[src/logic/lvr_pkg.sv]
// constants, register map and types of the undervoltage reset block
// assumes a single pclk domain and a synchronous slow-oscillator tick
package lvr_pkg;

    // apb register byte addresses
    localparam logic [7:0] LVR_ADDR_CONFIG = 8'h00;
    localparam logic [7:0] LVR_ADDR_CAUSE = 8'h04;
    localparam logic [7:0] LVR_ADDR_STATUS = 8'h08;
    localparam logic [7:0] LVR_ADDR_IRQ_STAT = 8'h0C;
    localparam logic [7:0] LVR_ADDR_IRQ_CLR = 8'h10;
    localparam logic [7:0] LVR_ADDR_IRQ_EN = 8'h14;

    // threshold select codes
    localparam logic [7:0] LVR_CODE_1V7 = 8'h5A;
    localparam logic [7:0] LVR_CODE_OFF = 8'hA5;
    localparam logic [7:0] LVR_CONFIG_RESET = 8'h5A;

    // mode_and_reset_cause field positions
    localparam int LVR_BIT_SYSCLK_KEEP = 7;
    localparam int LVR_BIT_PIN_SEL = 3;
    localparam int LVR_BIT_LOW_V = 2;
    localparam int LVR_BIT_BAD_CODE = 1;
    localparam int LVR_BIT_WDT_CODE = 0;

    // status register field positions
    localparam int LVR_BIT_TIMEOUT = 0;
    localparam int LVR_BIT_PDOWN = 1;

    // interrupt event bit positions
    localparam int LVR_IRQ_LOW_V = 0;
    localparam int LVR_IRQ_BAD_CODE = 1;
    localparam int LVR_IRQ_WDT = 2;
    localparam int LVR_IRQ_W = 3;

    // counts in slow oscillator ticks and pclk cycles
    localparam logic [3:0] LVR_RESET_DELAY_TICKS = 4'h2;
    localparam logic [3:0] LVR_MIN_TICKS_DEF = 4'h4;
    localparam logic [7:0] LVR_HOLD_CYCLES_DEF = 8'h10;

    typedef enum logic [1:0] {
        LVR_MODE_NORMAL = 2'b00,
        LVR_MODE_SLOW = 2'b01,
        LVR_MODE_IDLE = 2'b10,
        LVR_MODE_SLEEP = 2'b11
    } lvr_mode_t;

    typedef enum logic [1:0] {
        LVR_ST_IDLE = 2'b00,
        LVR_ST_QUAL = 2'b01,
        LVR_ST_DELAY = 2'b10,
        LVR_ST_RESET = 2'b11
    } lvr_state_t;

    typedef enum logic [1:0] {
        LVR_CAUSE_LOW_V = 2'b00,
        LVR_CAUSE_BAD_CODE = 2'b01,
        LVR_CAUSE_WDT = 2'b10
    } lvr_cause_t;

    typedef struct packed {
        logic pin_sel;
        logic low_v;
        logic bad_code;
        logic wdt_code;
    } lvr_flags_t;

endpackage

[src/logic/lvr_supervisor.sv]
// undervoltage supervisor, reset generator and reset cause flags
// assumes apb master on pclk; detector, modes and events synchronous
// except lv_detect, which is asynchronous and synchronised here
`timescale 1ns/1ns
`default_nettype none

module lvr_supervisor
    import lvr_pkg::*;
#(
    parameter logic [3:0] MIN_TICKS = LVR_MIN_TICKS_DEF,
    parameter logic [7:0] HOLD_CYCLES = LVR_HOLD_CYCLES_DEF
) (
    input wire logic pclk,
    input wire logic presetn,
    input wire logic psel,
    input wire logic penable,
    input wire logic pwrite,
    input wire logic [7:0] paddr,
    input wire logic [31:0] pwdata,
    output logic [31:0] prdata,
    output logic pready,
    output logic pslverr,
    input wire logic slow_osc_tick,
    input wire logic lv_detect,
    input wire lvr_mode_t power_mode,
    input wire logic wdt_timeout,
    input wire logic halt_event,
    input wire logic pin_select_bad_event,
    input wire logic watchdog_code_bad_event,
    output logic device_reset,
    output logic pc_sp_clear,
    output logic wdt_count_en,
    output logic supervise_on,
    output logic irq
);

    function automatic logic low_power(input lvr_mode_t m);
        low_power = (m == LVR_MODE_IDLE) || (m == LVR_MODE_SLEEP);
    endfunction

    lvr_state_t state_q, state_d;
    lvr_cause_t cause_q, cause_d;
    lvr_flags_t flags_q, flags_d;
    logic [7:0] config_q, config_d;
    logic sysclk_keep_q, sysclk_keep_d;
    logic timeout_q, timeout_d;
    logic pdown_q, pdown_d;
    logic [3:0] tick_cnt_q, tick_cnt_d;
    logic [7:0] hold_cnt_q, hold_cnt_d;
    logic lv_meta_q, lv_sync_q;
    logic [LVR_IRQ_W-1:0] irq_stat_q, irq_stat_d;
    logic [LVR_IRQ_W-1:0] irq_en_q, irq_en_d;
    logic [LVR_IRQ_W-1:0] events;
    logic [31:0] prdata_q, rd_mux;
    logic pready_q, pslverr_q, device_reset_q, pc_sp_clear_q;
    logic wdt_count_en_q, supervise_on_q, irq_q;

    // bus decode
    wire access = psel && penable && !pready_q;
    wire done = psel && penable && pready_q;
    wire wr = done && pwrite;
    wire hit_config = (paddr == LVR_ADDR_CONFIG);
    wire hit_cause = (paddr == LVR_ADDR_CAUSE);
    wire hit_status = (paddr == LVR_ADDR_STATUS);
    wire hit_istat = (paddr == LVR_ADDR_IRQ_STAT);
    wire hit_iclr = (paddr == LVR_ADDR_IRQ_CLR);
    wire hit_ien = (paddr == LVR_ADDR_IRQ_EN);
    wire mapped = hit_config || hit_cause || hit_status || hit_istat
                  || hit_iclr || hit_ien;
    // status is read-only, the clear register write-only
    wire bad_access = !mapped || (pwrite && (hit_status || hit_istat))
                      || (!pwrite && hit_iclr);
    wire wr_config = wr && hit_config && !bad_access;
    wire wr_cause = wr && hit_cause && !bad_access;
    wire wr_iclr = wr && hit_iclr && !bad_access;
    wire wr_ien = wr && hit_ien && !bad_access;

    // supervision decode
    wire code_valid = (config_q == LVR_CODE_1V7) ||
                      (config_q == LVR_CODE_OFF);
    wire code_bad = !code_valid;
    wire supervise = (config_q == LVR_CODE_1V7)
                     && !low_power(power_mode);
    wire lv_seen = lv_sync_q && supervise;
    wire wdt_run = wdt_timeout && !low_power(power_mode);
    wire wdt_halt = wdt_timeout && low_power(power_mode);
    wire idle_st = (state_q == LVR_ST_IDLE);
    wire start_wdt = idle_st && wdt_run;
    wire start_bad = idle_st && !wdt_run && code_bad;
    wire start_qual = idle_st && !wdt_run && code_valid && lv_seen;
    wire qual_done = (state_q == LVR_ST_QUAL) && lv_seen && slow_osc_tick
                     && (tick_cnt_q == MIN_TICKS - 4'h1);
    // third tick ends the delay: entry phase is arbitrary for bad code
    // and watchdog, so the wait spans two to three slow periods
    wire delay_done = (state_q == LVR_ST_DELAY) && slow_osc_tick
                      && (tick_cnt_q == LVR_RESET_DELAY_TICKS);
    wire fire_lv = delay_done && (cause_q == LVR_CAUSE_LOW_V);
    wire fire_bad = delay_done && (cause_q == LVR_CAUSE_BAD_CODE);

    // reset sequencing
    always_comb begin
        state_d = state_q;
        cause_d = cause_q;
        tick_cnt_d = tick_cnt_q;
        hold_cnt_d = hold_cnt_q;
        case (state_q)
            LVR_ST_IDLE: begin
                tick_cnt_d = 4'h0;
                if (start_wdt) begin
                    state_d = LVR_ST_DELAY;
                    cause_d = LVR_CAUSE_WDT;
                end else if (start_bad) begin
                    state_d = LVR_ST_DELAY;
                    cause_d = LVR_CAUSE_BAD_CODE;
                end else if (start_qual) begin
                    state_d = LVR_ST_QUAL;
                    cause_d = LVR_CAUSE_LOW_V;
                end
            end
            LVR_ST_QUAL: begin
                // a dip that ends early never reaches the delay stage
                if (!lv_seen) begin
                    state_d = LVR_ST_IDLE;
                end else if (qual_done) begin
                    state_d = LVR_ST_DELAY;
                    tick_cnt_d = 4'h0;
                end else if (slow_osc_tick) begin
                    tick_cnt_d = tick_cnt_q + 4'h1;
                end
            end
            LVR_ST_DELAY: begin
                // counts ticks from entry until delay_done
                if (delay_done) begin
                    state_d = LVR_ST_RESET;
                    hold_cnt_d = 8'h00;
                end else if (slow_osc_tick) begin
                    tick_cnt_d = tick_cnt_q + 4'h1;
                end
            end
            LVR_ST_RESET: begin
                // fixed hold length; new events wait for the idle stage
                if (hold_cnt_q == HOLD_CYCLES - 8'h01) begin
                    state_d = LVR_ST_IDLE;
                end else begin
                    hold_cnt_d = hold_cnt_q + 8'h01;
                end
            end
            default: begin
                state_d = LVR_ST_RESET;
                hold_cnt_d = 8'h00;
            end
        endcase
    end

    // register contents; hardware set wins over software clear
    always_comb begin
        config_d = config_q;
        if (wr_config) begin
            config_d = pwdata[7:0];
        end
        if (fire_bad) begin
            config_d = LVR_CONFIG_RESET;
        end
        // a low-voltage reset does not touch config_d here
        sysclk_keep_d = sysclk_keep_q;
        flags_d = flags_q;
        if (wr_cause) begin
            sysclk_keep_d = pwdata[LVR_BIT_SYSCLK_KEEP];
            flags_d.pin_sel = flags_q.pin_sel && pwdata[LVR_BIT_PIN_SEL];
            flags_d.low_v = flags_q.low_v && pwdata[LVR_BIT_LOW_V];
            flags_d.bad_code = flags_q.bad_code
                               && pwdata[LVR_BIT_BAD_CODE];
            flags_d.wdt_code = flags_q.wdt_code && pwdata[LVR_BIT_WDT_CODE];
        end
        if (fire_lv) begin
            flags_d.low_v = 1'b1;
        end
        if (start_bad) begin
            flags_d.bad_code = 1'b1;
        end
        if (pin_select_bad_event) begin
            flags_d.pin_sel = 1'b1;
        end
        if (watchdog_code_bad_event) begin
            flags_d.wdt_code = 1'b1;
        end
        // low-voltage resets leave both flags alone; presetn clears them
        timeout_d = timeout_q || wdt_timeout;
        pdown_d = pdown_q || wdt_halt || halt_event;
    end

    // one-cycle event pulses; the sticky status keeps them
    assign events[LVR_IRQ_LOW_V] = fire_lv;
    assign events[LVR_IRQ_BAD_CODE] = start_bad;
    assign events[LVR_IRQ_WDT] = wdt_timeout;

    always_comb begin
        irq_en_d = irq_en_q;
        if (wr_ien) begin
            irq_en_d = pwdata[LVR_IRQ_W-1:0];
        end
        irq_stat_d = irq_stat_q;
        if (wr_iclr) begin
            irq_stat_d = irq_stat_q & ~pwdata[LVR_IRQ_W-1:0];
        end
        irq_stat_d = irq_stat_d | events;
    end

    // read mux; unimplemented bits 6 to 4 stay zero
    always_comb begin
        rd_mux = 32'h0000_0000;
        if (hit_config) begin
            rd_mux[7:0] = config_q;
        end
        if (hit_cause) begin
            rd_mux[LVR_BIT_SYSCLK_KEEP] = sysclk_keep_q;
            rd_mux[3:0] = flags_q;
        end
        if (hit_status) begin
            rd_mux[LVR_BIT_TIMEOUT] = timeout_q;
            rd_mux[LVR_BIT_PDOWN] = pdown_q;
        end
        if (hit_istat) begin
            rd_mux[LVR_IRQ_W-1:0] = irq_stat_q;
        end
        if (hit_ien) begin
            rd_mux[LVR_IRQ_W-1:0] = irq_en_q;
        end
    end

    // comparator synchroniser
    // comparator is asynchronous to pclk; only the second stage
    // feeds the qualifier, so a metastable first stage never spreads
    always_ff @(posedge pclk or negedge presetn) begin
        if (!presetn) begin
            lv_meta_q <= 1'b0;
            lv_sync_q <= 1'b0;
        end else begin
            lv_meta_q <= lv_detect;
            lv_sync_q <= lv_meta_q;
        end
    end

    always_ff @(posedge pclk or negedge presetn) begin
        if (!presetn) begin
            // power-on starts in the hold stage
            state_q <= LVR_ST_RESET;
            cause_q <= LVR_CAUSE_LOW_V;
            tick_cnt_q <= 4'h0;
            hold_cnt_q <= 8'h00;
        end else begin
            state_q <= state_d;
            cause_q <= cause_d;
            tick_cnt_q <= tick_cnt_d;
            hold_cnt_q <= hold_cnt_d;
        end
    end

    always_ff @(posedge pclk or negedge presetn) begin
        if (!presetn) begin
            config_q <= LVR_CONFIG_RESET;
            sysclk_keep_q <= 1'b0;
            flags_q <= '0;
            timeout_q <= 1'b0;
            pdown_q <= 1'b0;
            irq_stat_q <= '0;
            irq_en_q <= '0;
        end else begin
            config_q <= config_d;
            sysclk_keep_q <= sysclk_keep_d;
            flags_q <= flags_d;
            timeout_q <= timeout_d;
            pdown_q <= pdown_d;
            irq_stat_q <= irq_stat_d;
            irq_en_q <= irq_en_d;
        end
    end

    // one wait state: response registered in the first access cycle
    always_ff @(posedge pclk or negedge presetn) begin
        if (!presetn) begin
            pready_q <= 1'b0;
            pslverr_q <= 1'b0;
            prdata_q <= 32'h0000_0000;
        end else begin
            pready_q <= access;
            pslverr_q <= access && bad_access;
            if (access && !pwrite) begin
                prdata_q <= rd_mux;
            end
        end
    end

    // core-facing outputs; device_reset clears PC, stops timers,
    // disables interrupts, makes ports inputs, sets SP to stack top
    always_ff @(posedge pclk or negedge presetn) begin
        if (!presetn) begin
            device_reset_q <= 1'b1;
            pc_sp_clear_q <= 1'b0;
            wdt_count_en_q <= 1'b0;
            supervise_on_q <= 1'b0;
            irq_q <= 1'b0;
        end else begin
            device_reset_q <= (state_d == LVR_ST_RESET);
            pc_sp_clear_q <= wdt_halt;
            wdt_count_en_q <= (state_d != LVR_ST_RESET);
            supervise_on_q <= supervise;
            irq_q <= |(irq_stat_d & irq_en_d);
        end
    end

    assign prdata = prdata_q;
    assign pready = pready_q;
    assign pslverr = pslverr_q;
    assign device_reset = device_reset_q;
    assign pc_sp_clear = pc_sp_clear_q;
    assign wdt_count_en = wdt_count_en_q;
    assign supervise_on = supervise_on_q;
    assign irq = irq_q;

endmodule

`default_nettype wire

[config.mk]
export PLATFORM = sky130hd
export DESIGN_NAME = lvr_supervisor
export DESIGN_NICKNAME = d
export VERILOG_FILES = /design/src/logic/lvr_pkg.sv /design/src/logic/lvr_supervisor.sv
export SDC_FILE = /design/constraint.sdc
export NUM_CORES = 1
export LEC_CHECK = 0
export ABC_AREA = 0
export BUFFER_PORTS_ARGS = -buffer_cell sky130_fd_sc_hd__buf_2
export CORE_MARGIN = 10
export CORE_UTILIZATION = 36
export CTS_CLUSTER_SIZE = 16
export DETAILED_ROUTE_END_ITERATION = 8
export SLEW_MARGIN = 20
export SYNTH_ARGS = -nofsm -noshare
export SYNTH_HDL_FRONTEND = slang
export SYNTH_SLANG_ARGS = --single-unit
[constraint.sdc]
create_clock -name pclk -period 5 [get_ports pclk]
set_clock_uncertainty 0.2 [all_clocks]
set_input_delay 1 -clock pclk [delete_from_list [all_inputs] [get_ports pclk]]
set_output_delay 1 -clock pclk [all_outputs]
set_load 0.005 [all_outputs]
Yosys cells after proc, flatten, opt, wreduce, memory -nomap -nowiden
Index checks and enable logic that the tools add are counted.
- register bits after elaboration: 54
- bits of input ports: 53
- output and inout port bits: 39
- word-level logic and storage cells: 157
- add/sub/neg operators: 2
- eq/ne operators: 22
- multiplexer cells: 34
- bitwise logic cells: 4
- reduce and logical (&&, ||, !) cells: 71
- operator list (kind ; count):
    two-way mux 8 bit ; 5
    logical AND 1 bit ; 36
    == test 8 x 4 -> 1 bit, second input constant ; 3
    two-way mux 4 bit ; 6
    two-way mux 2 bit ; 11
    == test 8 x 5 -> 1 bit, second input constant ; 2
    case mux 8 bit (2 select lines) ; 1
    logical OR 1 bit ; 13
    two-way mux 3 bit ; 4
    case mux 4 bit (3 select lines) ; 1
    nonzero test 2 bit ; 6
    == test 2 bit, second input constant ; 5
    != test 2 bit, second input constant ; 5
    adder 8 x 1 -> 8 bit, second input constant ; 1
    == test 4 x 2 -> 1 bit, second input constant ; 2
    == test 8 x 3 -> 1 bit, second input constant ; 1
    == test 8 x 7 -> 1 bit, second input constant ; 1
    == test 8 bit, second input constant ; 1
    logical NOT 8 bit ; 1
    case mux 2 bit (4 select lines) ; 1
    logical NOT 1 bit ; 7
    bitwise AND 3 bit ; 2
    AND reduction 3 bit ; 2
    nonzero test 3 bit ; 2
    other kinds (8) ; 14

Logic depth before layout (Yosys ltp)
- word-level depth: 15
- mapped depth: 8
- gate-level depth less buffers: 7

Worst setup path after synthesis
Ideal clock, no wire load.
- path type: input -> register
- start: input paddr[2]
- end: register irq_q, in the netlist irq
- library setup time: 126 ps
- data arrival time: 2563 ps
- required time: 4674 ps
- slack: 2111 ps
- stages: 6
- path buffers: 1
- path through: buf_4 or4bb_1 or4_4 o21ai_1 nand2_1 a221o_1
- cells in the longest elaborated chain, start to end: 15
- elaborated cells on any way between the ends: 27
- those cells by class: eq/ne: 5; mux: 2; bitwise: 2; reduce/logical: 18
- ends and longest elaborated chain (element ; line ; RTL):
    from (decl) ; lvr_supervisor.sv:18 ; input wire logic [7:0] paddr,
    == test 8 x 3 -> 1 bit / logical NOT 8 bit (equally long branches) ; lvr_supervisor.sv:63, lvr_supervisor.sv:62 ;
    logical OR 1 bit (3 in series) ; lvr_supervisor.sv:68 ; wire mapped = hit_config || hit_cause || hit_status || hit_istat
    logical OR 1 bit (2 in series) ; lvr_supervisor.sv:69 ; || hit_iclr || hit_ien;
    logical NOT 1 bit ; lvr_supervisor.sv:71 ; wire bad_access = !mapped || (pwrite && (hit_status || hit_istat))
    logical OR 1 bit ; lvr_supervisor.sv:71 ;
    logical OR 1 bit ; lvr_supervisor.sv:72 ; || (!pwrite && hit_iclr);
    logical NOT 1 bit ; lvr_supervisor.sv:75 ; wire wr_iclr = wr && hit_iclr && !bad_access;
    logical AND 1 bit * ; lvr_supervisor.sv:75 ;
    two-way mux 3 bit * ; lvr_supervisor.sv:203 ; if (wr_iclr) begin
    bitwise OR 3 bit * ; lvr_supervisor.sv:206 ; irq_stat_d = irq_stat_d | events;
    via irq_stat_d[1] ; lvr_supervisor.sv:51 ; logic [LVR_IRQ_W-1:0] irq_stat_q, irq_stat_d;
    bitwise AND 3 bit * ; lvr_supervisor.sv:308 ; irq_q <= |(irq_stat_d & irq_en_d);
    OR reduction 3 bit * ; lvr_supervisor.sv:308 ;
    to (signal assigned) ; lvr_supervisor.sv:308 ;
    to (decl) ; lvr_supervisor.sv:56 ; logic wdt_count_en_q, supervise_on_q, irq_q;
Mark *: on every way through the listed nets, which the timed path passes. The rest lies on a longest branch.
A chain may end at the register's enable or synchronous reset.

Worst setup path after layout
- start: input paddr[1]
- end: register sysclk_keep_q
- cells in the longest elaborated chain, start to end: 11
- elaborated cells on any way between the ends: 20
- those cells by class: eq/ne: 5; reduce/logical: 15
- ends and longest elaborated chain (element ; line ; RTL):
    == test 8 x 3 -> 1 bit / logical NOT 8 bit (equally long branches) ; lvr_supervisor.sv:63, lvr_supervisor.sv:62 ;
    logical OR 1 bit (3 in series) ; lvr_supervisor.sv:68 ;
    logical OR 1 bit (2 in series) ; lvr_supervisor.sv:69 ;
    logical NOT 1 bit ; lvr_supervisor.sv:71 ;
    logical OR 1 bit ; lvr_supervisor.sv:71 ;
    logical OR 1 bit ; lvr_supervisor.sv:72 ;
    logical NOT 1 bit ; lvr_supervisor.sv:74 ; wire wr_cause = wr && hit_cause && !bad_access;
    logical AND 1 bit * ; lvr_supervisor.sv:74 ;
    to (signal assigned) ; lvr_supervisor.sv:270 ; sysclk_keep_q <= sysclk_keep_d;
    to (decl) ; lvr_supervisor.sv:45 ; logic sysclk_keep_q, sysclk_keep_d;
Mark *: on every way between the ends. The rest lies on a longest branch, timed or not.

==> metrics <==
status completed; post-CTS sizing 0; Crit Path Category input pin to register; Placed Cells 440; clk slew on worst S/H paths 0.12 ns; Mean Syn Cell Area 9.89 sq um; Final Setup Violations 0; area leader, netlist dfrtp_1; 1st-pass router iterations 4; # rows 33; most frequent cell after synthesis dfrtp_1; WP buf/inv 1; Synth Cell Area 2970 sq um; CTS tree done; largest net degree at the start of global routing 55; total congestion overflow 0; n_diodes 0; Starting Density 36.5%; CP max stage cell nor4_1; Final Max Tran Viols 0; total wire length 6940 um; Clock Tree Buf Depth 2; vias in the first global route 2,371; post-CTS setup buffer count 0; WL/cell 15.5 um; Mapped Cells 300; io pins 92; Worst-Margin Slew 0.844 ns; Synth Register Bits 54; min cycle time layout 2.91 ns; CP Cell Sequence buf_2 > or4_4 > nor4_1 > nand2_1 > mux2_2; fin crit share 58.2%; overall routing resource usage 11.0%; Slew HR 43.3%; CP Launch Type input pin; die area 12,300 sq um; Worst Setup End Kind register; initial antenna violation count 0; clock insertion delay at the later pin of the skew report 0.33 ns; Top Family by Delay on Critical Path simple AND/OR/NAND/NOR gates; Most used DFF post-synth dfrtp_1; drt drc 0; DR vias/cell 5.21; Final #Nets 402; cell area power density 401 nW/um^2; layout cells sized above 1 21.6%; setup TNS 0 ns; Post-synth EDFFs 0; Post-DRT Antenna Nets 0; Synthesis Warnings 0; top-area cell type share of the netlist area 39.6%; sequential share of the synthesized area 45.8%; synth top area cells dfrtp_1 (40%), buf_4 (6.3%), dfstp_2 (6.2%), nand2_1 (3.9%), o21ai_0 (3.2%); initial DRC count 100; post-route non-filler standard cell count 448; CP Data Required Time 5.03 ns; VDD IR max 0.000185 V; Tightest Hold Check Type register to register; clock root cell clkbuf_8; Die W 111 um; maxcap violations 0; Num CTS Buffers 5; Post-DP HPWL 5300 um; unique cell type count in the Yosys netlist 63; first-pass GRT wire length 11,600 um; synth cell count leaders dfrtp_1 (47), nand2_1 (31), buf_4 (25); Critical Path AT 2.93 ns; slowest stage delay, CP 0.63 ns; Area growth syn-to-layout 10.9%; final hold vios 0; Buffers on Ports 42; die height 111 um; Async S/R FF share, synth 100%; H-tree depth reported by CTS 2; unrepaired setup endpoints after global routing false; core outline area 8130 sq um; hold buffer count at CTS 0; crit-path max FO 5; via count 2,334; FMAX 344 MHz; Sink Count 54; Leakage 1.46 nW; Placer Congestion 0.854
## stage by stage
stage / utilization [%] / hold WS (ns) / power (mW) / cell area, sq um / setup WS (ns)
2_1_floorplan: - / 0.131 / 0.941 / 3050 / 2.11
6_report: 40.5 / 0.168 / 1.32 / 3290 / 2.09
5_1_grt: 40.5 / 0.190 / 1.43 / 3290 / 1.90
3_5_place_dp: 39.3 / 0.148 / 1.06 / 3190 / 1.73
4_1_cts: 40.5 / 0.172 / 1.34 / 3290 / 2.08
3_3_place_gp: 39.3 / 0.134 / 1.05 / 3190 / 1.69
## cell usage in the layout, fill, tap and decap left out, types with 4 or more instances in the layout
| cell | Yosys | routed |
|---|---|---|
| dfrtp_1 | 47 | 47 |
| buf_2 | 2 | 42 |
| nand2_1 | 31 | 31 |
| conb_1 | 1 | 24 |
| o21ai_0 | 19 | 19 |
| nor2_1 | 19 | 19 |
| a21oi_1 | 10 | 10 |
| inv_1 | 8 | 8 |
| o31ai_1 | 7 | 7 |
| a22o_1 | 7 | 7 |
| ha_1 | 7 | 7 |
| dfstp_2 | 7 | 7 |
| nand4_1 | 6 | 6 |
| nand3_1 | 5 | 5 |
| nor3_1 | 5 | 5 |
| clkbuf_8 | 0 | 5 |
| nand2b_1 | 4 | 4 |
| or3_1 | 4 | 4 |
## flip-flops by register name, indices dropped and copies added (netlist names), 2 cells and up
register	cells
cause_q	2
config_q	8
flags_q	4
hold_cnt_q	8
irq_en_q	3
irq_stat_q	3
prdata	8
state_q	2
tick_cnt_q	4
## report_power, final
part	switching, mW	internal [mW]	total (mW)
registers	0.0747	0.537	0.612
logic	0.263	0.179	0.442
clock network	0.162	0.104	0.266
total	0.500	0.821	1.32
## layer usage
metal | vias up | GRT usage [%] | share of wire, %
li1 | 1139 | - | -
met1 | 1131 | 13.8 | 45
met2 | 54 | 17.8 | 48
met3 | 10 | 3.19 | 5.2
met4 | 0 | 3.30 | 1.4
met5 | - | 0 | 0
## final timing paths
kind	startpoint	endpoint	slack (ns)	depth (start not counted)
max reg2reg	state_q[1]	config_q[0]	2.28	6
max	paddr[1]	sysclk_keep_q	2.09	5
max in group asynchronous	presetn	wdt_count_en	3.55	2
min in group asynchronous	presetn	pready	0.58	2
min reg2reg	lv_meta_q	lv_sync_q	0.17	0
min	lv_meta_q	lv_sync_q	0.17	0
## cell type report
cell class / count / area, sq um
multi-input cells: 229 / 1450
inverters: 8 / 30.0
clock inverters: 3 / 28.8
well taps: 105 / 131
repair buffers: 44 / 225
flip-flops and latches: 54 / 1360
fillers: 807 / 4840
clock buffers: 5 / 68.8
## kinds of logic (layout without fill, tap and decap cells)
kind of cell | after synthesis | count (layout) | share of synthesized area, %
buf+inv | 40 | 60 | 8.31
xor+xnor | 3 | 3 | 0.886
mux | 5 | 5 | 1.81
other cells | 1 | 24 | 0.126
fa+ha+maj | 7 | 7 | 2.95
flops | 54 | 54 | 45.8
compound gates | 76 | 76 | 17.8
simple gates | 114 | 114 | 22.2
(Power assumes the default switching activity.)
